### config.mk
export PLATFORM = sky130hd
export DESIGN_NAME = lpd_dimming_top
export DESIGN_NICKNAME = d
export VERILOG_FILES = /design/src/rtl/lpd_pkg.sv /design/src/rtl/lpd_slot_timer.sv /design/src/rtl/lpd_sink_pwm.sv /design/src/rtl/lpd_dimming_top.sv
export SDC_FILE = /design/constraint.sdc
export NUM_CORES = 2
export LEC_CHECK = 0
export BUFFER_PORTS_ARGS = -buffer_cell sky130_fd_sc_hd__buf_2
export CORE_MARGIN = 5
export CORE_UTILIZATION = 40
export DETAILED_ROUTE_END_ITERATION = 8
export HOLD_SLACK_MARGIN = 0.02
export SKIP_CTS_REPAIR_TIMING = 1
export SLEW_MARGIN = 15
export SYNTH_ARGS = -nofsm -noshare
export SYNTH_HDL_FRONTEND = slang
export SYNTH_HIERARCHICAL = 1
export SYNTH_SLANG_ARGS = --single-unit
### constraint.sdc
create_clock -name clock -period 15.9 [get_ports clock]
set_clock_uncertainty 0.05 [all_clocks]
set_input_delay 1.59 -clock clock [delete_from_list [all_inputs] [get_ports clock]]
set_output_delay 1.59 -clock clock [all_outputs]
set_load 0.03 [all_outputs]
### src/rtl/lpd_pkg.sv
package lpd_pkg;
// Overview of operation
// - dimming period lasts (N+1) x 1.5 us, N being a 13-bit count
// - period count may be rewritten over the serial interface at any time
// - each channel has a 16-bit on-time in 0.15 us steps
// - an enabled channel is never lit for less than 1 us
// - without grouping each of the ten channels starts in its own slot
// - enable bits at 0x00-0x01, on-time settings at 0x10-0x23
// - enabled channel turns on at its slot start for its on-time, but for at least 1 us
// - lit intervals may run past later slot starts and overlap
// - grouping bits at 0x08-0x09 join a channel to its lower neighbour
// - grouped channel uses neighbour's slot and on-time; own slot unused
// - larger groups all follow the lowest member's slot and on-time
// - slots recur in fixed order each period; vacated slots are kept
// - per-channel current code 1 to 64 mA, independent of grouping
// - disabling a group's first channel turns the whole group off
// - disabling another member leaves the rest on first channel's on-time
// - channels switch on or off dynamically; slots recomputed from settings

    // channel count and field widths
    localparam int         NUM_CH       = 10;
    localparam int         PERIOD_W     = 13;
    localparam int         ONTIME_W     = 16;
    localparam int         CUR_W        = 6;

    // register offsets
    localparam logic [7:0] ADDR_EN_LO   = 8'h00;
    localparam logic [7:0] ADDR_EN_HI   = 8'h01;
    localparam logic [7:0] ADDR_PER_LO  = 8'h02;
    localparam logic [7:0] ADDR_PER_HI  = 8'h03;
    localparam logic [7:0] ADDR_JOIN_LO = 8'h08;
    localparam logic [7:0] ADDR_JOIN_HI = 8'h09;
    localparam logic [7:0] ADDR_STAT_LO = 8'h0A;
    localparam logic [7:0] ADDR_STAT_HI = 8'h0B;
    localparam logic [7:0] ADDR_ON_BASE = 8'h10;
    localparam logic [7:0] ADDR_CUR_BASE = 8'h30;

    // reset values
    localparam logic [PERIOD_W-1:0] PERIOD_RST = 13'h0009; // short first period, settings land quickly
    localparam logic [7:0]          DEV_ADDR_RST = 8'h2A;

    // timing, in ns, and derived cycle counts
    localparam int CLK_NS          = 10;
    localparam int PERIOD_STEP_NS  = 1500;
    localparam int ONTIME_STEP_NS  = 150;
    localparam int MIN_ON_NS       = 1000;
    localparam int PERIOD_STEP_CYC = PERIOD_STEP_NS / CLK_NS;
    localparam int SLOT_UNIT_CYC   = PERIOD_STEP_CYC / NUM_CH;
    localparam int ONTIME_STEP_CYC = ONTIME_STEP_NS / CLK_NS;
    localparam int MIN_ON_CYC      = (MIN_ON_NS + CLK_NS - 1) / CLK_NS;

    // serial slave states
    typedef enum logic [3:0] {
        I2C_IDLE  = 4'h0,
        I2C_ADDR  = 4'h1,
        I2C_ACKA  = 4'h2,
        I2C_REG   = 4'h3,
        I2C_ACKR  = 4'h4,
        I2C_WDATA = 4'h5,
        I2C_ACKW  = 4'h6,
        I2C_RDATA = 4'h7,
        I2C_RACK  = 4'h8
    } lpd_i2c_state_t;
endpackage : lpd_pkg

### src/rtl/lpd_slot_timer.sv
`timescale 1ns/1ps
module lpd_slot_timer
    import lpd_pkg::*;
(
    // clock and reset
    input  wire logic                clock,
    input  wire logic                resetn,
    // programmed period count
    input  wire logic [PERIOD_W-1:0] periodCount,
    // slot timing
    output logic                     slotStart,
    output logic [3:0]               slotIdx,
    output logic                     periodLast
);
    logic [PERIOD_W-1:0] activeN_reg;
    logic [16:0]         slotCyc_reg;
    logic [3:0]          slotIdx_reg;
    logic [16:0]         slotLen;
    logic                slotEnd;

    // slot length is one tenth of the period: (N+1) x 15 cycles
    assign slotLen    = 17'((17'(activeN_reg) + 17'h1) * 17'(SLOT_UNIT_CYC));
    assign slotEnd    = (slotCyc_reg == slotLen - 17'h1);
    assign periodLast = slotEnd && (slotIdx_reg == 4'(NUM_CH - 1));
    assign slotStart  = (slotCyc_reg == 17'h0);
    assign slotIdx    = slotIdx_reg;

    // period count is taken only at the boundary
    always_ff @(posedge clock or negedge resetn) begin
        if (!resetn) begin
            activeN_reg <= PERIOD_RST;
        end else if (periodLast) begin
            activeN_reg <= periodCount;
        end
    end

    // slot counters, sequential and periodic
    always_ff @(posedge clock or negedge resetn) begin
        if (!resetn) begin
            slotCyc_reg <= '0;
            slotIdx_reg <= '0;
        end else if (slotEnd) begin
            slotCyc_reg <= '0;
            slotIdx_reg <= periodLast ? 4'h0 : slotIdx_reg + 4'h1;
        end else begin
            slotCyc_reg <= slotCyc_reg + 17'h1;
        end
    end

    a_slot_sequence: assert property (@(posedge clock) disable iff (!resetn)
        slotEnd |=> slotStart && (slotIdx == ($past(periodLast) ? 4'h0 : $past(slotIdx) + 4'h1)))
        else $error("slot index did not advance in order");
endmodule : lpd_slot_timer

### src/rtl/lpd_sink_pwm.sv
`timescale 1ns/1ps
module lpd_sink_pwm
    import lpd_pkg::*;
(
    // clock and reset
    input  wire logic                clock,
    input  wire logic                resetn,
    // slot trigger and settings
    input  wire logic                fire,
    input  wire logic                enable,
    input  wire logic [ONTIME_W-1:0] onTime,
    // sink drive
    output logic                     sinkOn
);
    logic [19:0] cnt_reg;
    logic [19:0] onLen;
    logic [19:0] load;
    logic        sinkOn_reg;
    logic [19:0] width_reg;

    // on-time in cycles, clamped to the minimum pulse
    always_comb begin
        onLen = 20'(20'(onTime) * 20'(ONTIME_STEP_CYC));
        load  = (onLen < 20'(MIN_ON_CYC)) ? 20'(MIN_ON_CYC) : onLen;
    end

    // remaining-cycle counter and output flop, retriggerable at each slot
    always_ff @(posedge clock or negedge resetn) begin
        if (!resetn) begin
            cnt_reg    <= '0;
            sinkOn_reg <= 1'b0;
        end else if (fire) begin
            cnt_reg    <= enable ? load : 20'h0;
            sinkOn_reg <= enable;
        end else begin
            cnt_reg    <= (cnt_reg != 20'h0) ? cnt_reg - 20'h1 : 20'h0;
            sinkOn_reg <= (cnt_reg > 20'h1);
        end
    end
    assign sinkOn = sinkOn_reg;

    // helper: length of the current lit interval
    always_ff @(posedge clock or negedge resetn) begin
        if (!resetn) begin
            width_reg <= '0;
        end else begin
            width_reg <= sinkOn_reg ? width_reg + 20'h1 : 20'h0;
        end
    end

    a_min_width: assert property (@(posedge clock) disable iff (!resetn)
        $fell(sinkOn) |-> (width_reg >= 20'(MIN_ON_CYC)))
        else $error("lit interval shorter than minimum");
endmodule : lpd_sink_pwm

### src/rtl/lpd_dimming_top.sv
`timescale 1ns/1ps
module lpd_dimming_top
    import lpd_pkg::*;
#(
    parameter logic [6:0] DEV_ADDR = DEV_ADDR_RST[6:0]
) (
    // clock and reset
    input  wire logic                    clock,
    input  wire logic                    resetn,
    // serial register interface
    input  wire logic                    scl,
    input  wire logic                    sdaIn,
    output logic                         sdaOut,
    output logic                         sdaOeN,
    // sink channel drive
    output logic [NUM_CH-1:0]            sinkChannelOn,
    output logic [NUM_CH*CUR_W-1:0]      sinkChannelCurrent
);
    // serial slave state
    lpd_i2c_state_t      state_reg;
    logic                sclPrev_reg;
    logic                sdaPrev_reg;
    logic [7:0]          shift_reg;
    logic [3:0]          bitCnt_reg;
    logic [7:0]          ptr_reg;
    logic                sdaLow_reg;
    logic                nack_reg;
    logic                wrPulse_reg;
    logic [7:0]          wrAddr_reg;
    logic [7:0]          wrData_reg;
    logic                sclRise;
    logic                sclFall;
    logic                startCond;
    logic                stopCond;
    logic [7:0]          rdData;

    // software registers
    logic [NUM_CH-1:0]   en_reg;
    logic [NUM_CH-1:0]   join_reg;
    logic [PERIOD_W-1:0] period_reg;
    logic [ONTIME_W-1:0] onTime_reg [NUM_CH];
    logic [CUR_W-1:0]    cur_reg [NUM_CH];

    // settings in force for the running period
    logic [NUM_CH-1:0]   actEn_reg;
    logic [NUM_CH-1:0]   actJoin_reg;
    logic [ONTIME_W-1:0] actOnTime_reg [NUM_CH];

    // slot timing and group resolution
    logic                slotStart;
    logic [3:0]          slotIdx;
    logic                periodLast;
    logic [3:0]          leader [NUM_CH];
    logic [NUM_CH-1:0]   effEn;
    logic [NUM_CH-1:0]   fire;

    // bus line edges and conditions
    assign sclRise   = scl && !sclPrev_reg;
    assign sclFall   = !scl && sclPrev_reg;
    assign startCond = scl && sclPrev_reg && sdaPrev_reg && !sdaIn;
    assign stopCond  = scl && sclPrev_reg && !sdaPrev_reg && sdaIn;
    assign sdaOut    = 1'b0;
    assign sdaOeN    = !sdaLow_reg;

    // previous line samples
    always_ff @(posedge clock or negedge resetn) begin
        if (!resetn) begin
            sclPrev_reg <= 1'b1;
            sdaPrev_reg <= 1'b1;
        end else begin
            sclPrev_reg <= scl;
            sdaPrev_reg <= sdaIn;
        end
    end

    // serial slave: address, register pointer, write and read bytes
    always_ff @(posedge clock or negedge resetn) begin
        if (!resetn) begin
            state_reg   <= I2C_IDLE;
            shift_reg   <= '0;
            bitCnt_reg  <= '0;
            ptr_reg     <= '0;
            sdaLow_reg  <= 1'b0;
            nack_reg    <= 1'b0;
            wrPulse_reg <= 1'b0;
            wrAddr_reg  <= '0;
            wrData_reg  <= '0;
        end else begin
            wrPulse_reg <= 1'b0;
            if (startCond) begin
                state_reg  <= I2C_ADDR;
                bitCnt_reg <= '0;
                sdaLow_reg <= 1'b0;
            end else if (stopCond) begin
                state_reg  <= I2C_IDLE;
                sdaLow_reg <= 1'b0;
            end else if (sclRise) begin
                if (state_reg == I2C_RACK) begin
                    nack_reg <= sdaIn;
                end else if (state_reg == I2C_ADDR || state_reg == I2C_REG ||
                             state_reg == I2C_WDATA || state_reg == I2C_RDATA) begin // ack slots keep r/w bit and count
                    shift_reg  <= {shift_reg[6:0], sdaIn};
                    bitCnt_reg <= bitCnt_reg + 4'h1;
                end
            end else if (sclFall) begin
                case (state_reg)
                    I2C_ADDR: begin
                        if (bitCnt_reg == 4'h8) begin
                            bitCnt_reg <= '0;
                            if (shift_reg[7:1] == DEV_ADDR) begin
                                sdaLow_reg <= 1'b1;
                                state_reg  <= I2C_ACKA;
                            end else begin
                                state_reg  <= I2C_IDLE;
                            end
                        end
                    end
                    I2C_ACKA: begin
                        if (shift_reg[0]) begin
                            shift_reg  <= rdData;
                            sdaLow_reg <= !rdData[7];
                            state_reg  <= I2C_RDATA;
                        end else begin
                            sdaLow_reg <= 1'b0;
                            state_reg  <= I2C_REG;
                        end
                    end
                    I2C_REG: begin
                        if (bitCnt_reg == 4'h8) begin
                            bitCnt_reg <= '0;
                            ptr_reg    <= shift_reg;
                            sdaLow_reg <= 1'b1;
                            state_reg  <= I2C_ACKR;
                        end
                    end
                    I2C_ACKR: begin
                        sdaLow_reg <= 1'b0;
                        state_reg  <= I2C_WDATA;
                    end
                    I2C_WDATA: begin
                        if (bitCnt_reg == 4'h8) begin
                            bitCnt_reg  <= '0;
                            wrPulse_reg <= 1'b1;
                            wrAddr_reg  <= ptr_reg;
                            wrData_reg  <= shift_reg;
                            sdaLow_reg  <= 1'b1;
                            state_reg   <= I2C_ACKW;
                        end
                    end
                    I2C_ACKW: begin
                        ptr_reg    <= ptr_reg + 8'h01;
                        sdaLow_reg <= 1'b0;
                        state_reg  <= I2C_WDATA;
                    end
                    I2C_RDATA: begin
                        if (bitCnt_reg == 4'h8) begin
                            bitCnt_reg <= '0;
                            ptr_reg    <= ptr_reg + 8'h01;
                            sdaLow_reg <= 1'b0;
                            state_reg  <= I2C_RACK;
                        end else begin
                            sdaLow_reg <= !shift_reg[7];
                        end
                    end
                    I2C_RACK: begin
                        if (nack_reg) begin
                            state_reg  <= I2C_IDLE;
                        end else begin
                            shift_reg  <= rdData;
                            sdaLow_reg <= !rdData[7];
                            state_reg  <= I2C_RDATA;
                        end
                    end
                    default: begin
                        sdaLow_reg <= 1'b0;
                    end
                endcase
            end
        end
    end

    // register writes
    always_ff @(posedge clock or negedge resetn) begin
        if (!resetn) begin
            en_reg     <= '0;
            join_reg   <= '0;
            period_reg <= PERIOD_RST;
            for (int k = 0; k < NUM_CH; k++) begin
                onTime_reg[k] <= '0;
                cur_reg[k]    <= '0;
            end
        end else if (wrPulse_reg) begin
            case (wrAddr_reg)
                ADDR_EN_LO:   en_reg[7:0]           <= wrData_reg;
                ADDR_EN_HI:   en_reg[NUM_CH-1:8]    <= wrData_reg[NUM_CH-9:0];
                ADDR_JOIN_LO: join_reg[7:0]         <= wrData_reg;
                ADDR_JOIN_HI: join_reg[NUM_CH-1:8]  <= wrData_reg[NUM_CH-9:0];
                ADDR_PER_LO:  period_reg[7:0]       <= wrData_reg;
                ADDR_PER_HI:  period_reg[PERIOD_W-1:8] <= wrData_reg[PERIOD_W-9:0];
                default: begin
                end
            endcase
            for (int k = 0; k < NUM_CH; k++) begin
                if (wrAddr_reg == 8'(ADDR_ON_BASE + 8'(2 * k))) begin
                    onTime_reg[k][7:0] <= wrData_reg;
                end
                if (wrAddr_reg == 8'(ADDR_ON_BASE + 8'(2 * k + 1))) begin
                    onTime_reg[k][15:8] <= wrData_reg;
                end
                if (wrAddr_reg == 8'(ADDR_CUR_BASE + 8'(k))) begin
                    cur_reg[k] <= wrData_reg[CUR_W-1:0];
                end
            end
        end
    end

    // register reads; unmapped offsets and unused bits read as zero
    always_comb begin
        rdData = 8'h00;
        case (ptr_reg)
            ADDR_EN_LO:   rdData = en_reg[7:0];
            ADDR_EN_HI:   rdData = 8'(en_reg[NUM_CH-1:8]);
            ADDR_JOIN_LO: rdData = join_reg[7:0];
            ADDR_JOIN_HI: rdData = 8'(join_reg[NUM_CH-1:8]);
            ADDR_PER_LO:  rdData = period_reg[7:0];
            ADDR_PER_HI:  rdData = 8'(period_reg[PERIOD_W-1:8]);
            ADDR_STAT_LO: rdData = sinkChannelOn[7:0];
            ADDR_STAT_HI: rdData = 8'(sinkChannelOn[NUM_CH-1:8]);
            default: begin
                for (int k = 0; k < NUM_CH; k++) begin
                    if (ptr_reg == 8'(ADDR_ON_BASE + 8'(2 * k))) begin
                        rdData = onTime_reg[k][7:0];
                    end
                    if (ptr_reg == 8'(ADDR_ON_BASE + 8'(2 * k + 1))) begin
                        rdData = onTime_reg[k][15:8];
                    end
                    if (ptr_reg == 8'(ADDR_CUR_BASE + 8'(k))) begin
                        rdData = 8'(cur_reg[k]);
                    end
                end
            end
        endcase
    end

    // settings move into force only at the period boundary
    always_ff @(posedge clock or negedge resetn) begin
        if (!resetn) begin
            actEn_reg   <= '0;
            actJoin_reg <= '0;
            for (int k = 0; k < NUM_CH; k++) begin
                actOnTime_reg[k] <= '0;
            end
        end else if (periodLast) begin
            actEn_reg   <= en_reg;
            actJoin_reg <= join_reg;
            for (int k = 0; k < NUM_CH; k++) begin
                actOnTime_reg[k] <= onTime_reg[k];
            end
        end
    end

    // group leader: a joined channel follows its lower neighbour's leader
    always_comb begin
        leader[0] = 4'h0;
        for (int k = 1; k < NUM_CH; k++) begin
            leader[k] = actJoin_reg[k] ? leader[k-1] : 4'(k);
        end
    end

    // slot and period timing
    lpd_slot_timer u_timer (
        .clock       (clock),
        .resetn      (resetn),
        .periodCount (period_reg),
        .slotStart   (slotStart),
        .slotIdx     (slotIdx),
        .periodLast  (periodLast)
    );

    // one pulse generator per channel, each free to overlap the others
    for (genvar g = 0; g < NUM_CH; g++) begin : g_ch
        assign effEn[g] = actEn_reg[leader[g]] && actEn_reg[g];
        assign fire[g]  = slotStart && (slotIdx == leader[g]);
        lpd_sink_pwm u_pwm (
            .clock  (clock),
            .resetn (resetn),
            .fire   (fire[g]),
            .enable (effEn[g]),
            .onTime (actOnTime_reg[leader[g]]),
            .sinkOn (sinkChannelOn[g])
        );
        assign sinkChannelCurrent[g*CUR_W +: CUR_W] = cur_reg[g];
    end

    a_group_start: assert property (@(posedge clock) disable iff (!resetn)
        $rose(sinkChannelOn[1]) && actJoin_reg[1] |-> $past(slotIdx) == 4'h0)
        else $error("joined channel started outside leader slot");
    a_lead_off: assert property (@(posedge clock) disable iff (!resetn)
        $rose(sinkChannelOn[2]) |-> $past(actEn_reg[leader[2]]))
        else $error("channel lit while its group leader is disabled");
    a_own_slot: assert property (@(posedge clock) disable iff (!resetn)
        $rose(sinkChannelOn[4]) && !actJoin_reg[4] |-> $past(slotIdx) == 4'h4)
        else $error("ungrouped channel started outside its slot");
    a_ack_addr: assert property (@(posedge clock) disable iff (!resetn)
        state_reg == I2C_ADDR && sclFall && bitCnt_reg == 4'h8 && shift_reg[7:1] == DEV_ADDR
        |=> !sdaOeN && state_reg == I2C_ACKA)
        else $error("matching address not acknowledged");
    a_write_apply: assert property (@(posedge clock) disable iff (!resetn)
        wrPulse_reg && wrAddr_reg == ADDR_EN_LO |=> en_reg[7:0] == $past(wrData_reg))
        else $error("enable write not stored");
    a_hold_active: assert property (@(posedge clock) disable iff (!resetn)
        !periodLast |=> $stable(actEn_reg) && $stable(actJoin_reg))
        else $error("settings changed inside a period");
    a_group_match: assert property (@(posedge clock) disable iff (!resetn)
        actJoin_reg[4] && actJoin_reg[3] && effEn[4] |-> sinkChannelOn[4] == sinkChannelOn[2])
        else $error("group members not switching together");
endmodule : lpd_dimming_top

# Word level (Yosys, flattened, before mapping)
# Cells that the tools add are included.
# classes
n_addsub	16
mul	11
magnitude_cmp	38
n_eq_ne	110
n_mux	184
n_bitwise	12
n_reduce_logical	106
# op_table
op	count
2-to-1 mux 20 bit	40
binary-select mux 16 bit (select 4 bit)	9
2-to-1 mux 8 bit	38
2-to-1 mux 16 bit	18
equality test 8 x 5 -> 1 bit, second input constant	32
equality test 8 x 6 -> 1 bit, second input constant	28
> comparator 20 x 1 -> 1 bit, second input constant	10
< comparator 20 x 7 -> 1 bit, second input constant	10
multiplier 16 x 4 -> 20 bit, second input constant	10
nonzero test 20 bit	10
subtractor 20 x 1 -> 20 bit, second input constant	10
2-to-1 mux 4 bit	19
AND reduction 2 bit	36
one-hot mux 8 bit (8 select lines)	1
equality test 8 x 4 -> 1 bit, second input constant	6
greater-or-equal comparator 5 bit, second input constant	9
binary-select mux 1 bit (select 4 bit)	9
2-to-1 mux 1 bit	36
equality test 8 x 2 -> 1 bit, second input constant	4
one-hot mux 4 bit (7 select lines)	1
logical AND 1 bit	27
one-hot mux 8 bit (3 select lines)	1
AND reduction 7 bit	3
< comparator 3 x 5 -> 1 bit, second input constant	4
50 further kinds	106
# word_totals
reg_bits	722
inputBits	4
out_inout_bits	72
elab_cells	560

# Longest topological paths before layout
# logic_depth
depth_word	39
depth_mapped	26
depth_no_buf	21

# Modules after synthesis
# The synthesis kept the hierarchy.
# modules_own_cells
module	instances	cells_per_inst	area_each_um2	seq_area_each_um2
lpd_dimming_top	1	2695	28583.7	11941.5
lpd_sink_pwm at g_ch[3].u_pwm ...	7	302	2793.9	525.5
lpd_sink_pwm at g_ch[1].u_pwm ...	2	352	3103.0	525.5
lpd_slot_timer	1	446	3947.5	853.3
lpd_sink_pwm at g_ch[0].u_pwm	1	343	2986.6	525.5

# Worst setup path before layout
# No wires, ideal clock.
# synth_path
kind	register to register
from	register u_timer.activeN_reg[0]
to	register actEn_reg[0]
setup_time_ns	0.125
arrival_ns	6.065
t_required_ns	15.725
slack_ns	9.660
stages_incl_launch_ff	26
path_buffers	5
synth_period_minus_slack_ns	6.240
cell_sequence	dfstp_2 ha_1 nand2_1 nor2_1 and3_1 xor2_1 inv_1 xnor2_1 fa_1 inv_1 fa_1 inv_1 ha_1 clkbuf_1 nand2_1 o21a_1 mux2i_1 nor4_4 nand4_2 nor4_4 and3_1 buf_6 buf_12 clkbuf_1 clkbuf_1 mux2_2
# synth_via
elab_chain_cells	5
# synth_lines
element	line_no	source
start, declared	lpd_slot_timer.sv:15	logic [PERIOD_W-1:0] activeN_reg;
start signal, assigned	lpd_slot_timer.sv:33	activeN_reg <= periodCount;
adder 13 x 1 -> 14 bit	lpd_slot_timer.sv:22	assign slotLen = 17'((17'(activeN_reg) + 17'h1) * 17'(SLOT_UNIT_CYC));
multiplier 17 x 4 -> 17 bit	lpd_slot_timer.sv:22	
subtractor 17 x 1 -> 17 bit	lpd_slot_timer.sv:23	assign slotEnd = (slotCyc_reg == slotLen - 17'h1);
equality test 17 bit	lpd_slot_timer.sv:23	
logical AND 1 bit	lpd_slot_timer.sv:24	assign periodLast = slotEnd && (slotIdx_reg == 4'(NUM_CH - 1));
net periodLast	lpd_dimming_top.sv:52	logic periodLast;
end signal, assigned	lpd_dimming_top.sv:254	actEn_reg <= en_reg;
end, declared	lpd_dimming_top.sv:45	logic [NUM_CH-1:0] actEn_reg;
# The timed path passes the listed nets, and every way through them passes these cells.
# A chain may end at the register's enable or synchronous reset.

# Final worst setup path
# layout_path
from	register actJoin_reg[4]
to	register g_ch[9].u_pwm.cnt_reg[1]
# layout_via
elab_chain_cells	15
word_cells_on_any_way	20
cone_classes	mul (1); order compare (1); eq/ne (1); mux (14); bitwise (1); reduce/logical (2)
# layout_lines
element	line_no	source
start, declared	lpd_dimming_top.sv:46	logic [NUM_CH-1:0] actJoin_reg;
start signal, assigned	lpd_dimming_top.sv:255	actJoin_reg <= join_reg;
2-to-1 mux 3 bit (*) (4 in series)	lpd_dimming_top.sv:266	leader[k] = actJoin_reg[k] ? leader[k-1] : 4'(k);
2-to-1 mux 4 bit (*) (2 in series)	lpd_dimming_top.sv:266	
inverter 4 -> 5 bit (not written as such)	lpd_dimming_top.sv:289	.onTime (actOnTime_reg[leader[g]]),
binary-select mux 16 bit (select 4 bit)	lpd_dimming_top.sv:289	
2-to-1 mux 16 bit (not written as such) (2 in series)	lpd_dimming_top.sv:289	
multiplier 16 x 4 -> 20 bit	lpd_sink_pwm.sv:23	onLen = 20'(20'(onTime) * 20'(ONTIME_STEP_CYC));
< comparator 20 x 7 -> 1 bit	lpd_sink_pwm.sv:24	load = (onLen < 20'(MIN_ON_CYC)) ? 20'(MIN_ON_CYC) : onLen;
2-to-1 mux 20 bit	lpd_sink_pwm.sv:24	
2-to-1 mux 20 bit	lpd_sink_pwm.sv:33	cnt_reg <= enable ? load : 20'h0;
2-to-1 mux 20 bit (*)	lpd_sink_pwm.sv:32	end else if (fire) begin
end signal, assigned	lpd_sink_pwm.sv:33	
end signal, assigned	lpd_sink_pwm.sv:36	cnt_reg <= (cnt_reg != 20'h0) ? cnt_reg - 20'h1 : 20'h0;
end, declared	lpd_sink_pwm.sv:15	logic [19:0] cnt_reg;
# Mark *: on every way between the ends. The rest lies on a longest branch, timed or not. The select of a mux whose other input is x is not followed.

==> load_flow_metrics.sql <==
INSERT INTO impl_metrics (metric_group, metric, value, unit) VALUES
('outcome', 'outcome', 'finished, final reports clean', ''),
('power_and_ir_drop', 'power.share.combinational', '1.6', '%'),
('final_layout', 'max_ffs_per_register', '200', ''),
('placement', 'io_buffers', '74', ''),
('sta', 'fmax', '130', 'MHz'),
('cts', 'tritoncts', 'built', ''),
('grt', 'grt_first_pass_wirelength', '327', 'mm'),
('detailed_routing', 'drc_errors', '0', ''),
('detailed_routing', 'detailroute.via_count', '50760', ''),
('floorplanning', 'design.core.area', '152000', 'um2'),
('cts', 'cts_max_path_buffers', '3', ''),
('setup_path', 'critical_path.top_delay_family', 'compound AO/OA/AOI/OAI gates', ''),
('final_layout', 'post_layout_nonfiller_instances', '8341', ''),
('power_and_ir_drop', 'power_internal', '0.00302', 'W'),
('sta', 'timing_hold_violations_final', '0', ''),
('power_and_ir_drop', 'vdd.ir_drop.worst', '0.0718', 'mV'),
('flow_run', 'drv_cap', '0', ''),
('sta', 'final-setup-viol-count', '0', ''),
('final_layout', 'design.final.nets', '6852', ''),
('detailed_routing', 'drt_first_pass_iters', '8', ''),
('setup_path', 'worst-endpoint-arrival', '8250', 'ps'),
('power_and_ir_drop', 'swShare', '23.3', '%'),
('power_and_ir_drop', 'clock_power_share', '51.3', '%'),
('synth', 'mean_post_synth_cell_area', '9.72', 'um2'),
('floorplanning', 'die_w', '401', 'um'),
('cts', 'insertion_delay', '720', 'ps'),
('sta', 'timing.final.max_slew_violations', '0', ''),
('grt', 'global_route_usage_over_all_layers', '26.4', '%'),
('synth', 'synth-adder-area-share', '16.2', '%'),
('placement', 'placed_cells_incl_taps', '8186', ''),
('setup_path', 'worstSetupPathType', 'flop to flop', ''),
('final_layout', 'final_layout_size_suffix_gt1_share', '17.1', '%'),
('cts', 'clock_sink_count', '721', ''),
('setup_path', 'crit_path_cell_trace', 'buf_4 > o2111ai_2 > nand3_2 > buf_4 > mux4_2 > o22ai_1 > o22ai_1 > inv_1 > fa_1 > fa_1 > inv_1 > ha_1 > a21o_1 > a221oi_2 > o211ai_1 > and2_4 > a221oi_2 > xor2_1 > o22ai_1 > a31o_1', ''),
('placement', 'dpl.hpwl', '166', 'mm'),
('synth', 'asyncSetResetFlopFracSynth', '100', '%'),
('setup_path', 'critical_path.startpoint_type', 'flop', ''),
('setup_path', 'crit_slowest_cell', 'dfrtp_1', ''),
('grt', 'grt.overflow.total', '0', ''),
('synth', 'yosys.area_share.simple', '13.8', '%'),
('synth', 'synth_compound_gate_area_share', '16.5', '%'),
('final_layout', 'most_common_cell_after_layout_fill_and_taps_aside', 'dfrtp_1', ''),
('cts', 'clk_root_buffer_cell', 'clkbuf_16', ''),
('synth', 'synthesis.instances', '6302', ''),
('final_layout', 'area.growth.synth_to_final', '8.39', '%'),
('floorplanning', 'initial_core_util', '40.3', '%'),
('cts', 'tritoncts.num_buffers', '83', ''),
('setup_path', 'required', '16460', 'ps'),
('setup_path', 'timing.critical_path.buf_inv', '4', ''),
('synth', 'synth_fp_nets', '6913', ''),
('power_and_ir_drop', 'pwr-share-seq', '47.1', '%'),
('synth', 'synth_top_family_by_area', 'compound AO/OA/AOI/OAI gates', ''),
('final_layout', 'final_instance_area', '66400', 'um2'),
('detailed_routing', 'drtAntennaViolNets', '0', ''),
('detailed_routing', 'routedWlPerCell', '26.2', 'um'),
('sta', 'rsz0062_at_grt', 'false', ''),
('cts', 'cts.htree.levels', '3', ''),
('synth', 'yosys_register_bits', '721', ''),
('placement', 'placement.cell_area', '63600', 'um2'),
('sta', 'slew_headroom', '15.6', '%'),
('floorplanning', 'row_count', '143', ''),
('synth', 'yosysWarnings', '6', ''),
('power_and_ir_drop', 'power.static_leakage', '31.7', 'nW'),
('grt', 'grt_max_degree', '183', ''),
('grt', 'antenna_found_initial', '11', ''),
('synth', 'post_synth_edffs', '0', ''),
('sta', 'worstMarginPinSlew', '1270', 'ps'),
('detailed_routing', 'detail_route.wirelength', '219', 'mm'),
('sta', 'setup_tns_final', '0', 'ps'),
('sta', 'min_period', '7700', 'ps'),
('grt', 'via_count_of_the_first_global_routing_pass', '49608', '');
==> Yosys cell counts (all sizes together) (87+ instances only) <==
library cell  number  area (um2)
xor2             179        1630
inv              607        2280
nand2            454        1710
mux2             522        5910
nor3             135         697
a21oi            312        1600
fa               312        6250
o22ai            185        1160
nand3            143         741
nor2             357        1370
clkbuf           204         779
a21o              87         654
xnor2            199        1740
dfrtp            715       17900
buf               89         489
o21ai            248        1360
ha               295        3690
==> metal layers <==
metal / up-vias / part of all wire, % / GRT usage (%)
met5: - / 0.0078 / 0
met4: 2 / 5.5 / 11.9
li1: 22452 / - / -
met3: 590 / 9.2 / 6.59
met2: 2292 / 44 / 40.6
met1: 25424 / 42 / 35.3
==> power by group through the flow <==
stage | sequential [W] | clock (W) | combinational [W]
after CTS | 0.00185 | 0.00206 | 0.0000667
after detailed placement | 0.00188 | 0 | 0.0000666
after global placement | 0.00188 | 0 | 0.0000656
after global routing | 0.00185 | 0.00213 | 0.0000753
after floorplan | 0.00188 | 0 | 0.0000225
final | 0.00185 | 0.00202 | 0.0000643
==> worst reg2reg max path, delay by kind of cell (launching register included) <==
| kind | cells | cell delay (ps) |
|---|---|---|
| AO/OA/AOI/OAI | 9 | 2430 |
| XOR/XNOR | 1 | 520 |
| adder cells (fa/ha/maj) | 3 | 1340 |
| buffers and inverters | 4 | 1280 |
| flip-flops | 1 | 800 |
| multiplexers | 1 | 580 |
| AND/OR/NAND/NOR | 2 | 580 |
==> stage by stage <==
stage / setup slack (ps) / total power, W
final: 8200 / 0.00393
after detailed placement: 8430 / 0.00195
after CTS: 8390 / 0.00397
after global placement: 8410 / 0.00195
after floorplan: 9660 / 0.00190
after global routing: 7730 / 0.00405
==> cell families (layout without fill, tap and decap cells) <==
family	after synthesis	after routing
and+or+nand+nor	1612	1612
DFF	721	721
muxes	641	641
adders and majority gates	607	607
buffers and inverters	902	905
AOI/OAI and AO/OA	1439	1439
other	1	7
xor gates and xnor gates	379	379
==> final cells by class <==
cell class	count	area (um2)
inverter	609	2290
timing repair buffer	147	966
multi-input combinational	4679	39700
fill	14812	85700
clock inverter	38	494
clock buffer	111	2320
antenna	6	15.0
tap	2030	2540
sequential	721	18100
==> worst paths after layout <==
kind / end / slack, ps / cells after the start / from
worst min register to register: wrAddr_reg[6] / 450 / 1 / wrAddr_reg[6]
worst max-delay path: g_ch[9].u_pwm/cnt_reg[1] / 8200 / 20 / actJoin_reg[4]
max in group asynchronous: actOnTime_reg[80] / 12460 / 3 / resetn
worst min-delay path: wrAddr_reg[6] / 450 / 1 / wrAddr_reg[6]
min in group asynchronous: bitCnt_reg[2] / 890 / 1 / resetn
worst max register to register: g_ch[9].u_pwm/cnt_reg[1] / 8200 / 20 / actJoin_reg[4]
No activity file was read; power rests on OpenSTA's default activity.
